--- src/cpt_pkg.sv ---
// Purpose: Constants for the content-protection transmitter register bank.
// Assumes: 25 MHz device clock, 8-bit register port, 8-bit register addresses.
// Notes: Interrupt, indirect status and mask registers sit in the spare 0xC8 block.
// Functional notes
// - Flag cascade limit error when downstream reports more than seven repeater levels.
// - Show downstream attached level count in a read-only 3-bit field.
// - Each key-list port read of a non-empty list returns next byte and advances read pointer; an empty list reads 0x00.
// - Serial master treats bus free after one idle second unless timeout disabled.
// - Integrity checked every 128th frame; frame 127 check unless disabled.
// - With checksum enable, send ones-complement checksum per colour after each line.
// - Test mode: enhanced check every 2, integrity every 16 frames; else 16/128.
// - Timer speedup bit shortens authentication timers.
// - Fast-mode bit selects master timing and is mirrored in indirect status.
// - Enhanced verification enable gates the every-16th-frame enhanced check.
// - Signalling-select bit picks enhanced or original encryption status signalling.
// - Repeater mode enable adds repeater authentication steps.
// - Two-bit mode: authenticated, register control, always, in-band per frame.
// - Receiver-detect event on detection; with qualify set, also needs receiver lock.
// - Mute bit ignores encryption status controls; settable only with enhanced signalling.
// - Configuration register resets to 0xA8.
// - Read-only key-list-ready flag shows downstream list and value complete.
// - In always-encrypt mode the encryption enable reads back as 1.
package cpt_pkg;
	localparam int ADDR_W = 8;
	localparam int DATA_W = 8;
	localparam logic [7:0] ADDR_TOPOLOGY = 8'hA2;
	localparam logic [7:0] ADDR_KEY_LIST = 8'hA3;
	localparam logic [7:0] ADDR_DEBUG = 8'hC0;
	localparam logic [7:0] ADDR_CONFIG = 8'hC2;
	localparam logic [7:0] ADDR_INT_STATUS = 8'hC8;
	localparam logic [7:0] ADDR_INT_MASK = 8'hC9;
	localparam logic [7:0] ADDR_IND_STATUS = 8'hCA;
	localparam logic [7:0] CONFIG_RESET = 8'hA8;
	localparam logic [7:0] DEBUG_RESET = 8'h00;
	localparam logic [7:0] DEBUG_WMASK = 8'h5F;
	localparam logic [7:0] INT_WMASK = 8'h0F;
	// Debug register fields
	localparam int DBG_FAST = 0;
	localparam int DBG_SPEEDUP = 1;
	localparam int DBG_FC_TEST = 2;
	localparam int DBG_CSUM_EN = 3;
	localparam int DBG_SYNC_DIS = 4;
	localparam int DBG_TO_DIS = 6;
	// Configuration register fields
	localparam int CFG_MUTE = 0;
	localparam int CFG_DET_QUAL = 1;
	localparam int CFG_HOLD = 2;
	localparam int CFG_MODE_LO = 3;
	localparam int CFG_REPEATER = 5;
	localparam int CFG_EESS = 6;
	localparam int CFG_ENHANCED_VERIFICATION_ENABLE = 7;
	// Topology register fields
	localparam int TOPO_ERR = 3;
	localparam logic [3:0] MAX_CASCADE = 4'h7;
	// Interrupt and indirect status bits
	localparam int INT_RX_DETECT = 0;
	localparam int INT_CASCADE = 1;
	localparam int INT_KEY_READY = 2;
	localparam int INT_BUS_FREE = 3;
	localparam int IND_FAST = 0;
	localparam int IND_KEY_READY = 1;
	typedef enum logic [1:0] {
		CPT_ENC_AUTH = 2'b00,
		CPT_ENC_REG = 2'b01,
		CPT_ENC_ALWAYS = 2'b10,
		CPT_ENC_INBAND = 2'b11
	} cpt_enc_mode_t;
	// Key list storage
	localparam int KEY_DEPTH = 64;
	localparam int KEY_PTR_W = 6;
	// Frame periods, normal and test mode
	localparam logic [6:0] INTEG_MASK_NORMAL = 7'h7F;
	localparam logic [6:0] INTEG_MASK_TEST = 7'h0F;
	localparam logic [6:0] ENH_MASK_NORMAL = 7'h0F;
	localparam logic [6:0] ENH_MASK_TEST = 7'h01;
	// Timing
	localparam longint CLOCK_HZ = 25000000;
	localparam longint BUS_TIMEOUT_MS = 1000;
	localparam longint BUS_TIMEOUT_CYCLES = BUS_TIMEOUT_MS * CLOCK_HZ / 1000;
	localparam longint AUTH_TICK_US = 1000;
	localparam longint AUTH_TICK_CYCLES = AUTH_TICK_US * CLOCK_HZ / 1000000;
	localparam int SPEEDUP_SHIFT = 4;
endpackage

--- src/cpt_regs.sv ---
// Purpose: Register bank and control logic of the content-protection transmitter.
// Assumes: One clock and synchronous active-high reset; protection engine on same clock.
// Notes: Link clock and data pins of the serial channel are sampled through two flops.
`timescale 1ns/1ns
module cpt_regs #(
	parameter logic [24:0] BUS_TIMEOUT = 25'(cpt_pkg::BUS_TIMEOUT_CYCLES),
	parameter logic [15:0] AUTH_TICK = 16'(cpt_pkg::AUTH_TICK_CYCLES)
) (
	input wire logic clock,
	input wire logic rst,
	input wire logic [cpt_pkg::ADDR_W-1:0] reg_addr,
	input wire logic [cpt_pkg::DATA_W-1:0] reg_wdata,
	input wire logic reg_wr,
	input wire logic reg_rd,
	output logic [cpt_pkg::DATA_W-1:0] reg_rdata,
	input wire logic topo_update,
	input wire logic [3:0] topo_levels,
	input wire logic key_list_clear,
	input wire logic key_byte_valid,
	input wire logic [7:0] key_byte,
	input wire logic key_list_done,
	input wire logic link_scl_in,
	input wire logic link_sda_in,
	output logic bus_free,
	output logic bus_fast_mode,
	input wire logic frame_start,
	input wire logic frame_inband_encrypt,
	input wire logic authenticated,
	input wire logic encryption_enable_control,
	output logic encryption_enable_readback,
	output logic frame_encrypt,
	output logic integrity_check,
	output logic integrity_sync_check,
	output logic enhanced_check,
	input wire logic pix_valid,
	input wire logic [7:0] pix_red,
	input wire logic [7:0] pix_green,
	input wire logic [7:0] pix_blue,
	input wire logic line_end,
	output logic csum_valid,
	output logic [7:0] csum_red,
	output logic [7:0] csum_green,
	output logic [7:0] csum_blue,
	output logic auth_timer_tick,
	output logic enhanced_signalling,
	output logic repeater_mode,
	output logic av_mute,
	input wire logic rx_detected,
	input wire logic rx_lock,
	output logic irq
);
	import cpt_pkg::*;

	logic [7:0] debug_reg, config_reg, topology_reg;
	logic [3:0] int_status, int_mask;
	logic key_list_ready;
	logic [7:0] key_mem [KEY_DEPTH];
	logic [KEY_PTR_W:0] key_wr_ptr, key_rd_ptr;
	logic wr_debug, wr_config, rd_key;
	logic [7:0] next_rdata, next_config;
	cpt_enc_mode_t enc_mode;
	logic [3:0] events;

	assign wr_debug = reg_wr && (reg_addr == ADDR_DEBUG);
	assign wr_config = reg_wr && (reg_addr == ADDR_CONFIG);
	assign rd_key = reg_rd && (reg_addr == ADDR_KEY_LIST);
	assign enc_mode = cpt_enc_mode_t'(config_reg[CFG_MODE_LO +: 2]);

	// Debug register
	always_ff @(posedge clock) begin
		if (rst) begin
			debug_reg <= DEBUG_RESET;
		end else if (wr_debug) begin
			debug_reg <= reg_wdata & DEBUG_WMASK;
		end
	end

	// Mute may only be raised while enhanced signalling is selected by the same write
	always_comb begin
		next_config = reg_wdata;
		if (!reg_wdata[CFG_EESS]) begin
			next_config[CFG_MUTE] = 1'b0;
		end
	end

	always_ff @(posedge clock) begin
		if (rst) begin
			config_reg <= CONFIG_RESET;
		end else if (wr_config) begin
			config_reg <= next_config;
		end
	end

	// Topology report from the downstream repeater
	always_ff @(posedge clock) begin
		if (rst) begin
			topology_reg <= 8'h00;
		end else if (topo_update) begin
			topology_reg <= 8'h00;
			topology_reg[TOPO_ERR] <= topo_levels > MAX_CASCADE;
			topology_reg[2:0] <= topo_levels[2:0];
		end
	end

	// Key list store; bytes beyond the depth are dropped
	always_ff @(posedge clock) begin
		if (key_byte_valid && !key_wr_ptr[KEY_PTR_W]) begin
			key_mem[key_wr_ptr[KEY_PTR_W-1:0]] <= key_byte;
		end
	end

	always_ff @(posedge clock) begin
		if (rst || key_list_clear) begin
			key_wr_ptr <= '0;
		end else if (key_byte_valid && !key_wr_ptr[KEY_PTR_W]) begin
			key_wr_ptr <= key_wr_ptr + 1'b1;
		end
	end

	always_ff @(posedge clock) begin
		if (rst || key_list_clear) begin
			key_rd_ptr <= '0;
		end else if (rd_key && key_rd_ptr != key_wr_ptr) begin
			key_rd_ptr <= key_rd_ptr + 1'b1;
		end
	end

	always_ff @(posedge clock) begin
		if (rst || key_list_clear) begin
			key_list_ready <= 1'b0;
		end else if (key_list_done) begin
			key_list_ready <= 1'b1;
		end
	end

	// Read path; data stands for the one cycle after the strobe only
	always_comb begin
		next_rdata = 8'h00;
		case (reg_addr)
			ADDR_TOPOLOGY: next_rdata = topology_reg;
			ADDR_KEY_LIST: begin
				next_rdata = (key_rd_ptr != key_wr_ptr) ? key_mem[key_rd_ptr[KEY_PTR_W-1:0]] : 8'h00;
			end
			ADDR_DEBUG: next_rdata = debug_reg;
			ADDR_CONFIG: next_rdata = config_reg;
			ADDR_INT_STATUS: next_rdata = {4'h0, int_status};
			ADDR_INT_MASK: next_rdata = {4'h0, int_mask};
			ADDR_IND_STATUS: begin
				next_rdata[IND_FAST] = debug_reg[DBG_FAST];
				next_rdata[IND_KEY_READY] = key_list_ready;
			end
			default: next_rdata = 8'h00;
		endcase
	end

	always_ff @(posedge clock) begin
		if (rst) begin
			reg_rdata <= 8'h00;
		end else if (reg_rd) begin
			reg_rdata <= next_rdata;
		end else begin
			reg_rdata <= 8'h00;
		end
	end

	// Serial channel pins: two flops, then a third stage for change detection
	logic [1:0] scl_sync, sda_sync;
	logic scl_prev, sda_prev, bus_activity, bus_free_rise;
	logic [24:0] idle_count;

	always_ff @(posedge clock) begin
		if (rst) begin
			scl_sync <= 2'b11;
			sda_sync <= 2'b11;
			scl_prev <= 1'b1;
			sda_prev <= 1'b1;
		end else begin
			scl_sync <= {scl_sync[0], link_scl_in};
			sda_sync <= {sda_sync[0], link_sda_in};
			scl_prev <= scl_sync[1];
			sda_prev <= sda_sync[1];
		end
	end

	assign bus_activity = (scl_prev != scl_sync[1]) || (sda_prev != sda_sync[1]);
	// Same condition that sets bus_free, so one event per quiet spell
	assign bus_free_rise = !bus_free && !debug_reg[DBG_TO_DIS] && !bus_activity && idle_count > BUS_TIMEOUT;

	// Counter saturates so a long quiet bus never wraps back to busy
	always_ff @(posedge clock) begin
		if (rst || bus_activity) begin
			idle_count <= '0;
		end else if (idle_count <= BUS_TIMEOUT) begin
			idle_count <= idle_count + 1'b1;
		end
	end

	always_ff @(posedge clock) begin
		if (rst || bus_activity || debug_reg[DBG_TO_DIS]) begin
			bus_free <= 1'b0;
		end else if (idle_count > BUS_TIMEOUT) begin
			bus_free <= 1'b1;
		end
	end

	always_ff @(posedge clock) begin
		if (rst) begin
			bus_fast_mode <= 1'b0;
		end else begin
			bus_fast_mode <= debug_reg[DBG_FAST];
		end
	end

	// Frame counter for link verification
	logic [6:0] frame_count, next_frame, integ_mask, enh_mask;

	assign next_frame = frame_count + 1'b1;
	assign integ_mask = debug_reg[DBG_FC_TEST] ? INTEG_MASK_TEST : INTEG_MASK_NORMAL;
	assign enh_mask = debug_reg[DBG_FC_TEST] ? ENH_MASK_TEST : ENH_MASK_NORMAL;

	always_ff @(posedge clock) begin
		if (rst) begin
			frame_count <= '0;
		end else if (frame_start) begin
			frame_count <= next_frame;
		end
	end

	always_ff @(posedge clock) begin
		if (rst) begin
			integrity_check <= 1'b0;
			integrity_sync_check <= 1'b0;
			enhanced_check <= 1'b0;
		end else begin
			integrity_check <= frame_start && ((next_frame & integ_mask) == 7'h00);
			integrity_sync_check <= frame_start && !debug_reg[DBG_SYNC_DIS]
				&& ((next_frame & integ_mask) == integ_mask);
			enhanced_check <= frame_start && config_reg[CFG_ENHANCED_VERIFICATION_ENABLE]
				&& ((next_frame & enh_mask) == 7'h00);
		end
	end

	// Encryption decision, taken once per frame
	logic next_encrypt;

	always_comb begin
		case (enc_mode)
			CPT_ENC_AUTH: next_encrypt = authenticated;
			CPT_ENC_REG: next_encrypt = authenticated && encryption_enable_control;
			CPT_ENC_ALWAYS: next_encrypt = 1'b1;
			CPT_ENC_INBAND: next_encrypt = frame_inband_encrypt;
			default: next_encrypt = 1'b0;
		endcase
	end

	// While muted the last decision is held, status controls ignored
	always_ff @(posedge clock) begin
		if (rst) begin
			frame_encrypt <= 1'b0;
		end else if (frame_start && !config_reg[CFG_MUTE]) begin
			frame_encrypt <= next_encrypt;
		end
	end

	always_ff @(posedge clock) begin
		if (rst) begin
			encryption_enable_readback <= 1'b0;
		end else begin
			encryption_enable_readback <= (enc_mode == CPT_ENC_ALWAYS) || encryption_enable_control;
		end
	end

	always_ff @(posedge clock) begin
		if (rst) begin
			enhanced_signalling <= 1'b0;
			repeater_mode <= 1'b0;
			av_mute <= 1'b0;
		end else begin
			enhanced_signalling <= config_reg[CFG_EESS];
			repeater_mode <= config_reg[CFG_REPEATER];
			av_mute <= config_reg[CFG_MUTE];
		end
	end

	// Per-line ones-complement checksums, end-around carry
	logic [7:0] acc [3];
	logic [7:0] pix [3];

	assign pix[0] = pix_red;
	assign pix[1] = pix_green;
	assign pix[2] = pix_blue;

	for (genvar c = 0; c < 3; c++) begin : g_csum
		logic [8:0] sum;
		assign sum = {1'b0, acc[c]} + {1'b0, pix[c]};
		always_ff @(posedge clock) begin
			if (rst || line_end) begin
				acc[c] <= 8'h00;
			end else if (pix_valid) begin
				acc[c] <= sum[7:0] + {7'h00, sum[8]};
			end
		end
	end

	always_ff @(posedge clock) begin
		if (rst) begin
			csum_valid <= 1'b0;
			csum_red <= 8'h00;
			csum_green <= 8'h00;
			csum_blue <= 8'h00;
		end else begin
			csum_valid <= line_end && debug_reg[DBG_CSUM_EN];
			if (line_end && debug_reg[DBG_CSUM_EN]) begin
				csum_red <= ~acc[0];
				csum_green <= ~acc[1];
				csum_blue <= ~acc[2];
			end
		end
	end

	// Authentication timer base; speedup trades accuracy for test time
	logic [15:0] tick_count;
	logic [15:0] tick_limit;

	assign tick_limit = debug_reg[DBG_SPEEDUP] ? (AUTH_TICK >> SPEEDUP_SHIFT) : AUTH_TICK;

	always_ff @(posedge clock) begin
		if (rst) begin
			tick_count <= '0;
			auth_timer_tick <= 1'b0;
		end else if (tick_count + 1'b1 >= tick_limit) begin
			tick_count <= '0;
			auth_timer_tick <= 1'b1;
		end else begin
			tick_count <= tick_count + 1'b1;
			auth_timer_tick <= 1'b0;
		end
	end

	// Receiver detect, optionally qualified by lock
	logic rx_seen;
	logic rx_detect_event;

	assign rx_detect_event = !rx_seen && rx_detected && (!config_reg[CFG_DET_QUAL] || rx_lock);

	always_ff @(posedge clock) begin
		if (rst || !rx_detected) begin
			rx_seen <= 1'b0;
		end else if (rx_detect_event) begin
			rx_seen <= 1'b1;
		end
	end

	// Interrupts: set wins over write-one-to-clear
	logic topo_err_prev;
	logic key_ready_prev;

	always_ff @(posedge clock) begin
		if (rst) begin
			topo_err_prev <= 1'b0;
			key_ready_prev <= 1'b0;
		end else begin
			topo_err_prev <= topology_reg[TOPO_ERR];
			key_ready_prev <= key_list_ready;
		end
	end

	assign events[INT_RX_DETECT] = rx_detect_event;
	assign events[INT_CASCADE] = topology_reg[TOPO_ERR] && !topo_err_prev;
	assign events[INT_KEY_READY] = key_list_ready && !key_ready_prev;
	assign events[INT_BUS_FREE] = bus_free_rise;

	always_ff @(posedge clock) begin
		if (rst) begin
			int_status <= 4'h0;
		end else if (reg_wr && reg_addr == ADDR_INT_STATUS) begin
			int_status <= (int_status & ~reg_wdata[3:0]) | events;
		end else begin
			int_status <= int_status | events;
		end
	end

	always_ff @(posedge clock) begin
		if (rst) begin
			int_mask <= 4'h0;
		end else if (reg_wr && reg_addr == ADDR_INT_MASK) begin
			int_mask <= reg_wdata[3:0] & INT_WMASK[3:0];
		end
	end

	always_ff @(posedge clock) begin
		if (rst) begin
			irq <= 1'b0;
		end else begin
			irq <= |(int_status & int_mask);
		end
	end

endmodule

--- config.mk ---
export PLATFORM = sky130hd
export DESIGN_NAME = cpt_regs
export DESIGN_NICKNAME = d
export VERILOG_FILES = /design/src/cpt_pkg.sv /design/src/cpt_regs.sv
export SDC_FILE = /design/constraint.sdc
export NUM_CORES = 1
export LEC_CHECK = 0
export ABC_CLOCK_PERIOD_IN_PS = 7600
export CAP_MARGIN = 20
export CORE_ASPECT_RATIO = 1.25
export CORE_UTILIZATION = 45
export DETAILED_ROUTE_END_ITERATION = 7
export DONT_BUFFER_PORTS = 1
export PLACE_DENSITY = 0.64
export SETUP_SLACK_MARGIN = 0.3
export SLEW_MARGIN = 40
export SYNTH_ARGS = -nofsm -noshare
export SYNTH_HDL_FRONTEND = slang
export SYNTH_SLANG_ARGS = --single-unit
--- constraint.sdc ---
create_clock -name clock -period 7.6 [get_ports clock]
set_input_delay 1.14 -clock clock [delete_from_list [all_inputs] [get_ports clock]]
set_output_delay 1.14 -clock clock [all_outputs]
set_load 0.03 [all_outputs]
==> Yosys cells after proc, flatten, opt, wreduce, memory -nomap -nowiden <==
Memories as Yosys holds them, arrays and structs flattened. A register that Yosys moved wholly into a read port is not among the register bits.
Cells that the tools add are included.
{ "word_totals": {"reg_bits": 143, "ramBits": 536, "in_bits": 70, "out_inout_bits": 45, "word_cells": 149, "n_memories": 2} }
{ "mem_list": {"columns": ["name", "depth", "word_bits", "rd", "rd_ports_with_merged_regs", "wr", "line", "rtl"], "rows": [
  ["key_mem", 64, 8, 1, 1, 1, "cpt_regs.sv:57", "logic [7:0] key_mem [KEY_DEPTH];"],
  ["acc", 3, 8, 3, 0, 3, "cpt_regs.sv:286", "logic [7:0] acc [3];"]
]} }
{ "classes": {"addsub": 11, "n_lt_le_gt_ge": 4, "n_eq_ne": 14, "muxes": 22, "n_bitwise": 14, "n_reduce_logical": 47} }
{ "op_table": {"columns": ["cell", "n"], "rows": [
  ["equality test 8 bit, second input constant", 7],
  ["case mux 6 bit (6 select lines)", 1],
  ["2-to-1 mux 8 bit", 4],
  ["adder 8 x 8 -> 9 bit", 3],
  ["adder 25 x 1 -> 25 bit, second input constant", 1],
  ["> comparator 25 bit, second input constant", 1],
  ["<= comparator 25 bit, second input constant", 1],
  ["adder 8 x 1 -> 8 bit", 3],
  ["inverter 8 bit", 3],
  ["logical AND 1 bit", 22],
  ["adder 7 x 1 -> 7 bit, second input constant", 3],
  ["adder 16 x 1 -> 16 bit, second input constant", 1],
  [">= comparator 16 x 15 -> 1 bit", 1],
  ["2-to-1 mux 15 bit", 1],
  ["zero test 7 bit", 2],
  ["case mux 2 bit (7 select lines)", 1],
  ["2-to-1 mux 6 bit", 2],
  ["zero test 1 bit", 11],
  ["2-to-1 mux 1 bit", 9],
  ["bitwise AND 4 bit", 2],
  ["logical OR 1 bit", 8],
  ["2-to-1 mux 4 bit", 2],
  ["bitwise OR 4 bit", 2],
  ["bitwise AND 7 x 4 -> 7 bit", 1],
  ["15 further kinds", 20]
]} }

==> Depth between registers and ports, before layout <==
Gate-level depths: netlist of run 1.
{ "depth": {"depth_word": 7, "mapped_depth": 14} }

==> Worst setup path after synthesis of run 1 <==
OpenSTA, ideal clock, no wires.
{ "synth_path": {"kind": "input to register", "start": "input pix_red[0]", "end": "memory acc[0][6], data pin", "setup_time_ns": 0.266, "arrival_time_ns": 3.159, "required_ns": 7.334, "slack_ns": 4.175, "stages": 14, "path_buffers": 0, "path_cell_list": "ha_1 inv_1 fa_1 nor2b_1 o31a_1 o31a_1 o21ai_0 nand2b_1 ha_1 ha_1 and2_1 nand4_1 xor2_1 nor2_1"} }
{ "synth_lines": {"columns": ["element", "line", "rtl"], "rows": [
  ["start, declared", "cpt_regs.sv:36", "input wire logic [7:0] pix_red,"],
  ["end, declared", "cpt_regs.sv:286", null]
]} }

==> impl_metrics.py, run 1 <==
metrics = {
    "cts": {
        "clk_pin_slew_ps": 60,
        "ctsResizeCount": 0,
        "cts-buffers-inserted": 67,
        "insertion_delay_ps": 620,
        "cts_tree": "yes",
        "htree_num_levels": 3,
        "hold_buffers": 0,
        "cts_root_buffer": "clkbuf_16",
        "clock_sinks": 685,
        "cts_max_path_buffers": 3,
        "cts_setup_buffers": 0,
    },
    "route": {
        "routed_via_density": 5.900,
        "wirelength_um": 67850,
        "drtAntennaViolNets": 0,
        "first_pass_iters": 6,
        "drc": 0,
        "avgRoutedWirePerCell_um": 23.88,
        "drt-initial-drc-count": 1477,
        "via_count": 16760,
    },
    "logic_synthesis": {
        "synth-seq-cells": 685,
        "synth_compound_area_frac": 0.06330,
        "synth.yosys.warnings": 0,
        "synthMuxAreaShare": 0.1166,
        "synthCells": 1973,
        "synth-simple-area-share": 0.09866,
        "async_reset_ff_frac": 0,
        "synth_top_family_by_area": "multiplexers",
        "yosysUniqueCellTypes": 69,
        "netlist_area_um2": 28840,
        "synthXorXnorAreaFrac": 0.01883,
        "ys_seq_area_frac": 0.6615,
        "syn_nets": 2093,
        "synth_flop_cell": "edfxtp_1",
        "avgSynthCellArea_um2": 14.62,
        "yosys.area_share.adder": 0.02247,
        "synth_enable_flop_cells": 536,
    },
    "timing": {
        "setup_viol": 0,
        "rsz0062_at_grt": "false",
        "slew_violations": 0,
        "period_needed_ps": 3441,
        "finalCritPeriodShare": 0.4528,
        "finalHoldViolCount": 0,
        "clock.fmax_ghz": 0.2906,
        "finalSetupTns_ps": 0,
        "fin_ws_ps": 4159,
        "worst_pin_slew_ps": 871.0,
        "skew_ps": 25.74,
        "maxSlewHeadroom": 0.4181,
    },
    "job": {
        "drv_cap": 0,
    },
    "finish": {
        "fin_cells": 2841,
        "largest_reg_flops": 512,
        "syn2layout_area_growth_pct": 10.57,
        "num_antenna_cells": 0,
        "fill_cells": 5262,
        "final_nets": 2069,
        "drive_gt1_frac": 0.1514,
    },
    "floorplanning": {
        "chipWidth_um": 228.4,
        "die_area_um2": 65110,
        "num_rows": 103,
        "core_um2": 63280,
        "die_h_um": 285.0,
        "start_util": 0.4558,
        "num_io_pins": 115,
    },
    "worst_setup_path": {
        "cp-start-kind": "register",
        "worstSetupPathType": "reg2reg",
        "slowest_delay_ps": 710,
        "crit_arrival_ps": 3900,
        "crit_required_ps": 8060,
        "crit_path_max_fanout": 71,
        "crit_path_end_kind": "register",
        "cp_cell_sequence": "buf_12 > mux4_2 > a22o_1 > nor2_1 > a31oi_1 > o31ai_1 > o21ai_0",
        "cp_slowest_cell": "dfxtp_4",
    },
    "placed_design": {
        "portBuffers": 0,
        "place_hpwl_um": 43670,
        "placedCellCount": 2719,
        "gp_congestion": 0.9025,
        "dp_slack_ps": 3951,
    },
    "min_path": {
        "hold_class": "reg2reg",
    },
    "global_route": {
        "grt-ovfl-total": 0,
        "grt_first_pass_wirelength_um": 103100,
        "grt_pass1_vias": 16880,
        "grtUsageTotal": 0.2087,
        "antenna_found_initial": 0,
        "grt_max_degree": 86,
    },
    "status": {
        "status": "completed",
    },
    "power": {
        "power.density_nw_per_um2": 237.3,
        "total_power_w": 0.007566,
        "ir_drop_v": 0.0001549,
        "leakagePower_nw": 10.13,
    },
}
[synthesized netlist by cell type (17+ instances only)]
cell type	number	area, µm²
o21ai_0	38	190.2
xor2_1	32	280.3
or3_1	17	106.4
ha_1	47	588.1
nor3_1	23	115.1
xnor2_1	30	262.8
mux4_2	101	2275
a21oi_1	56	280.3
nor2_1	197	739.5
nand2_1	78	292.8
clkbuf_1	77	289.0
inv_1	33	123.9
a211oi_1	37	277.8
and3_1	26	162.7
buf_1	22	82.58
dfxtp_1	149	2983
edfxtp_1	536	16100
nor2b_1	37	231.5
mux2i_1	102	1021
nand2b_1	18	112.6
nand3_1	51	255.2
a22oi_1	37	277.8
nand4_1	24	150.1
[metrics by stage]
step	utilization	cell area [µm²]	hold WS, ps
floorplan	-	28840	389.5
global placement	0.4679	29610	410.9
detailed placement	0.4690	29680	401.8
CTS	0.5030	31830	429.9
global route	0.5039	31890	443.7
finish	0.5039	31890	423.7
[report_power, final]
part / leakage, nW / internal, W / total, W / switching (W)
clock: 1.05 / 0.00184 / 0.00328 / 0.00144
sequential: 6.09 / 0.00406 / 0.00408 / 0.0000220
combinational: 3.00 / 0.0000845 / 0.000208 / 0.000123
total: 10.1 / 0.00598 / 0.00757 / 0.00158
[critical path, delay by kind of cell, from the launching register on]
family                 cells  cell delay, ps
muxes                      1             600
DFF                        1             710
and+or+nand+nor            1             260
AOI/OAI and AO/OA          4            1110
buffers and inverters      1             530
[worst paths after layout]
path / end / slack [ps] / depth (start not counted) / start
setup / recovery: reg_rdata[2] / 4160 / 7 / register
hold / removal: scl_sync[1] / 420 / 1 / scl_sync[0]
setup reg to reg: reg_rdata[2] / 4160 / 7 / register
hold reg to reg: scl_sync[1] / 420 / 1 / scl_sync[0]
[routing by layer]
layer,global-route usage,share of wire
met5,0,0
met4,0.08540,0.035
met3,0.03980,0.068
met2,0.3585,0.50
met1,0.2590,0.40
[kinds of logic after synthesis]
kind of cell,Yosys count
flip-flops,685
AND/OR/NAND/NOR,562
AO/OA/AOI/OAI,266
multiplexers,209
buffers and inverters,138
XOR/XNOR,62
adder cells (fa/ha/maj),50
other,1
[layout make-up]
| type | instances | area [µm²] | share of cell area |
|---|---|---|---|
| tap | 840 | 1051 | 0.03296 |
| sequential | 685 | 19090 | 0.5986 |
| timing repair buffer | 12 | 110.1 | 0.003453 |
| multi-input combinational | 1150 | 9368 | 0.2938 |
| clock buffer | 80 | 1799 | 0.05642 |
| clock inverter | 41 | 349.1 | 0.01095 |
| inverter | 33 | 123.9 | 0.003884 |
[layout by cell type (no fill, tap or decap), drive strengths merged, types with 15 or more instances in the layout]
| cell type | count |
|---|---|
| a211oi | 37 |
| a21oi | 56 |
| a22oi | 37 |
| and2 | 15 |
| and3 | 26 |
| clkbuf | 80 |
| clkinv | 23 |
| dfxtp | 149 |
| edfxtp | 536 |
| ha | 47 |
| inv | 40 |
| mux2i | 102 |
| mux4 | 101 |
| nand2 | 78 |
| nand2b | 18 |
| nand3 | 51 |
| nand4 | 24 |
| nor2 | 197 |
| nor2b | 37 |
| nor3 | 24 |
| o21ai | 38 |
| or3 | 17 |
| xnor2 | 30 |
| xor2 | 32 |
Note: power is estimated with default switching activity, not from simulation.
==> inputs of run 2 (changes only) <==
- ABC_CLOCK_PERIOD_IN_PS: 7600 -> 2900
- PLACE_DENSITY: 0.64 -> 0.66
- clock period: 7.6 -> 2.9 ns (I/O delays scaled with it)
==> run 2 against run 1 <==
Effect of this change:
- fmax increased by 24%
- combinational power increased to 4.0 times the previous value
- core utilization increased by 4.4 points
- critical endpoint is now idle_count[8]
- clock-buffer cell count increased by 11
==> impl_metrics.py, run 2 (synthesis gave the netlist of run 1 again) <==
metrics = {
    "status": {
        "status": "completed",
    },
    "min_path": {
        "hold_class": "in2reg",
    },
    "cts": {
        "insertion_delay_ps": 630,
        "cts-buffers-inserted": 69,
        "htree_num_levels": 3,
        "clk_pin_slew_ps": 60,
        "clock_sinks": 685,
        "cts_tree": "yes",
        "cts_root_buffer": "clkbuf_16",
        "cts_max_path_buffers": 3,
    },
    "worst_setup_path": {
        "crit_path_end_kind": "register",
        "crit_path_max_fanout": 8,
        "crit_arrival_ps": 3310,
        "cp-start-kind": "register",
        "worstSetupPathType": "reg2reg",
        "crit_required_ps": 3440,
    },
    "floorplanning": {
        "core_um2": 63280,
        "num_rows": 103,
        "die_h_um": 285.0,
        "chipWidth_um": 228.4,
        "die_area_um2": 65110,
        "start_util": 0.4558,
        "num_io_pins": 115,
    },
    "placed_design": {
        "dp_slack_ps": -19.27,
        "post_dp_cell_area_um2": 30700,
        "gp_congestion": 0.8851,
        "portBuffers": 0,
        "place_hpwl_um": 45090,
    },
    "timing": {
        "worst_pin_slew_ps": 771.8,
        "fin_ws_ps": 127.9,
        "finalHoldViolCount": 0,
        "finalCritPeriodShare": 0.9559,
        "rsz0062_at_grt": "true",
        "setup_viol": 0,
        "skew_ps": 38.05,
        "clock.fmax_ghz": 0.3607,
        "maxSlewHeadroom": 0.4854,
        "period_needed_ps": 2772,
        "finalSetupTns_ps": 0,
        "slew_violations": 0,
    },
    "power": {
        "ir_drop_v": 0.0004688,
        "p_comb_frac": 0.041,
        "p_sw_frac": 0.2141,
        "leakagePower_nw": 11.63,
        "switching_power_w": 0.004336,
        "power.density_nw_per_um2": 584.4,
        "pwr-share-clk": 0.431,
        "seqPwrFrac": 0.528,
        "p_int_w": 0.01592,
        "total_power_w": 0.02025,
    },
    "finish": {
        "final_nets": 2308,
        "final_util": 0.5477,
        "mostFrequentLayoutCells": "edfxtp_1, nor2_1, dfxtp_1, buf_4",
        "largest_reg_flops": 512,
        "drive_gt1_frac": 0.2280,
        "layout_commonest_cell": "edfxtp_1",
        "syn2layout_area_growth_pct": 20.17,
        "finish.instance_area_um2": 34660,
    },
    "global_route": {
        "grt_first_pass_wirelength_um": 108000,
        "grt_pass1_vias": 17980,
        "grtUsageTotal": 0.2166,
        "grt-ovfl-total": 0,
        "grt_max_degree": 86,
        "antenna_found_initial": 2,
    },
    "route": {
        "drt-initial-drc-count": 1355,
        "routed_via_density": 5.769,
        "drtAntennaViolNets": 0,
        "via_count": 17780,
        "wirelength_um": 70470,
        "first_pass_iters": 5,
        "avgRoutedWirePerCell_um": 22.86,
        "drc": 0,
    },
    "job": {
        "drv_cap": 0,
    },
}
[run 2: power groups by stage]
| stage | clock network, W | logic [W] | registers (W) |
|---|---|---|---|
| after detailed placement | 0 | 0.000568 | 0.0109 |
| after CTS | 0.00888 | 0.000780 | 0.0107 |
| after global routing | 0.00922 | 0.000914 | 0.0107 |
| after global placement | 0 | 0.000559 | 0.0109 |
| after floorplan | 0 | 0.000460 | 0.0109 |
| final | 0.00874 | 0.000833 | 0.0107 |
[run 2: path summary, 6_finish.rpt]
| path | startpoint | to | slack (ps) | depth (start not counted) |
|---|---|---|---|---|
| max | idle_count[9] | idle_count[8] | 130 | 6 |
| min | pix_valid | acc[1][0] | 40 | 1 |
| max reg2reg | idle_count[9] | idle_count[8] | 130 | 6 |
| min reg2reg | tick_count[0] | tick_count[0] | 460 | 1 |
[run 2: final cells by class]
| type | count | area [µm²] |
|---|---|---|
| Antenna cell | 1 | 2.502 |
| Clock buffer | 91 | 1862 |
| Clock inverter | 33 | 337.8 |
| Fill cell | 5024 | 28620 |
| Inverter | 33 | 123.9 |
| Multi-Input combinational cell | 1151 | 9801 |
| Sequential cell | 685 | 19100 |
| Tap cell | 840 | 1051 |
| Timing Repair Buffer | 248 | 2379 |
[run 2: critical path: stages, from the launching register on]
cell	delay, ps
dfxtp_2	320
or4_4	540
or4b_4	500
or4_4	460
o211a_4	220
or4_4	530
a21oi_2	140
[run 2: per-stage QoR]
step	hold slack, ps	cells
6_report	44.06	3082
5_1_grt	34.06	3082
4_1_cts	13.19	3071
3_5_place_dp	403.8	2833
3_3_place_gp	403.6	2833
2_1_floorplan	389.5	1973
[run 2: per-layer routing]
metal / global-route usage / wire (µm) / up-vias
li1: - / - / 8053
met1: 0.2696 / 28030 / 9056
met2: 0.3841 / 36470 / 558
met3: 0.03470 / 4107 / 111
met4: 0.07164 / 1842 / 2
met5: 0 / 13 / -
[run 2: repair_timing]
action,4_1_cts,5_1_grt
setup buffers,25,8
setup endpoints to repair,52,63
hold buffers,88,0
endpoints found under the hold margin,591,0
pin swaps,38,44
gates cloned,1,2
resized for setup,26,79
==> inputs of run 3 (changes only) <==
- SETUP_SLACK_MARGIN: 0.3 -> 0.4
==> run 3 against run 2 <==
Effect of this change:
- cell area rose by 1.2%
- core utilization rose by 0.68 points
- clock power rose by 7.2%
- hold slack improved by 5.0 ps
- sequential power barely moved
- critical path type unchanged
- largest cell class unchanged
==> impl_metrics.py, run 3 (synthesis gave the netlist of run 1 again) <==
metrics = {
    "status": {
        "status": "completed",
    },
    "finish": {
        "syn2layout_area_growth_pct": 21.67,
        "fin_cells": 3098,
        "layout_commonest_cell": "edfxtp_1",
        "mostFrequentLayoutCells": "edfxtp_1, nor2_1, buf_4",
        "final_nets": 2323,
        "largest_reg_flops": 512,
        "drive_gt1_frac": 0.2428,
        "finish.instance_area_um2": 35090,
    },
    "power": {
        "total_power_w": 0.02091,
        "leakagePower_nw": 11.84,
        "power.density_nw_per_um2": 595.9,
        "ir_drop_v": 0.0004236,
    },
    "worst_setup_path": {
        "crit_path_max_fanout": 2,
        "crit_path_end_kind": "register",
        "path_depth": 14,
        "reg2reg_slack_ps": 140,
        "cp_cell_sequence": "ha_4 > inv_2 > fa_2 > nor2b_2 > o31a_1 > o31a_1 > o21ai_1 > nand2b_1 > ha_2 > ha_4 > and2_4 > nand4_1 > xor2_1 > nor2_1",
        "crit_arrival_ps": 3090,
        "critPathLaunch": "acc[1][0]",
        "reg2regPathDepth": 14,
        "worstSetupPathType": "reg2reg",
        "reg2reg_to": "acc[1][6]",
        "cp_slowest_cell": "edfxtp_1",
        "path_delay_family": "adder cells",
        "r2r_start": "acc[1][0]",
        "slowest_delay_ps": 440,
        "cp-start-kind": "register",
        "critPathBufInv": 1,
        "endpoint": "acc[1][6]",
        "crit_required_ps": 3230,
    },
    "min_path": {
        "hold_class": "in2reg",
    },
    "floorplanning": {
        "num_rows": 103,
        "chipWidth_um": 228.4,
        "die_h_um": 285.0,
        "core_um2": 63280,
        "die_area_um2": 65110,
        "start_util": 0.4558,
        "num_io_pins": 115,
    },
    "placed_design": {
        "dp_slack_ps": -22.57,
        "placedCellCount": 2830,
        "gp_congestion": 0.8846,
        "post_dp_cell_area_um2": 30660,
        "place_hpwl_um": 45140,
        "portBuffers": 0,
    },
    "cts": {
        "cts_max_path_buffers": 3,
        "htree_num_levels": 3,
        "insertion_delay_ps": 620,
        "clock_sinks": 685,
        "cts_tree": "yes",
        "cts_root_buffer": "clkbuf_16",
        "cts-buffers-inserted": 69,
        "clk_pin_slew_ps": 60,
    },
    "job": {
        "drv_cap": 0,
    },
    "timing": {
        "finalHoldViolCount": 0,
        "maxSlewHeadroom": 0.4399,
        "rsz0062_at_grt": "true",
        "slew_violations": 0,
        "period_needed_ps": 2758,
        "setup_viol": 0,
        "fin_ws_ps": 141.6,
        "clock.fmax_ghz": 0.3625,
        "whs_ps": 49.01,
        "skew_ps": 35.49,
        "finalCritPeriodShare": 0.9512,
        "worst_pin_slew_ps": 840.2,
    },
    "route": {
        "first_pass_iters": 5,
        "routed_via_density": 5.702,
        "via_count": 17670,
        "wirelength_um": 70610,
        "avgRoutedWirePerCell_um": 22.79,
        "drtAntennaViolNets": 0,
        "drc": 0,
        "drt-initial-drc-count": 1377,
    },
    "global_route": {
        "grtUsageTotal": 0.2151,
        "grt_max_degree": 86,
        "antenna_found_initial": 0,
        "grt-ovfl-total": 0,
        "grt_first_pass_wirelength_um": 106500,
        "grt_pass1_vias": 17910,
    },
}
run 3: metrics by stage:
| stage | utilization | TNS [ps] |
|---|---|---|
| floorplan | - | 0 |
| global placement | 0.4845 | 0 |
| detailed placement | 0.4845 | -23.11 |
| CTS | 0.5450 | 0 |
| global route | 0.5545 | 0 |
| finish | 0.5545 | 0 |
run 3: metal layers:
| metal | GRT usage | vias up | wire [µm] |
|---|---|---|---|
| met3 | 0.03410 | 111 | 4049 |
| met5 | 0 | - | 0 |
| met4 | 0.07953 | 0 | 1952 |
| met2 | 0.3817 | 536 | 36680 |
| li1 | - | 8096 | - |
| met1 | 0.2643 | 8922 | 27930 |
run 3: repair_timing:
action / CTS / global route
resized for setup: 46 / 89
pin swaps: 49 / 42
endpoints found under the hold margin: 588 / 0
setup buffers: 27 / 25
endpoints found under the setup margin: 65 / 69
hold buffers: 87 / 0
cloned: 2 / 1
run 3: power breakdown:
part	leakage, nW	switching, W	internal, W
Clock	1.16	0.00374	0.00564
Combinational	4.58	0.000488	0.000364
Sequential	6.10	0.0000575	0.0106
run 3: layout make-up:
class,instances,area (µm²)
multi-input combinational,1151,9896
clock inverter,40,533.0
clock buffer,85,1851
timing repair buffer,263,2516
antenna,1,2.502
inverter,33,123.9
sequential,685,19120
fill,4902,28190
tap,840,1051
run 3: worst min-delay path by stage:
stage / start / endpoint / slack (ps) / cells past startpoint
global placement: sda_sync[0] / sda_sync[1] / 400 / 1
global route: pix_valid / acc[0][1] / 40 / 1
finish: pix_valid / acc[0][1] / 50 / 1
floorplan: scl_sync[0] / scl_sync[1] / 390 / 1
detailed placement: scl_sync[0] / scl_sync[1] / 400 / 1
CTS: rst / int_status[3] / 10 / 2
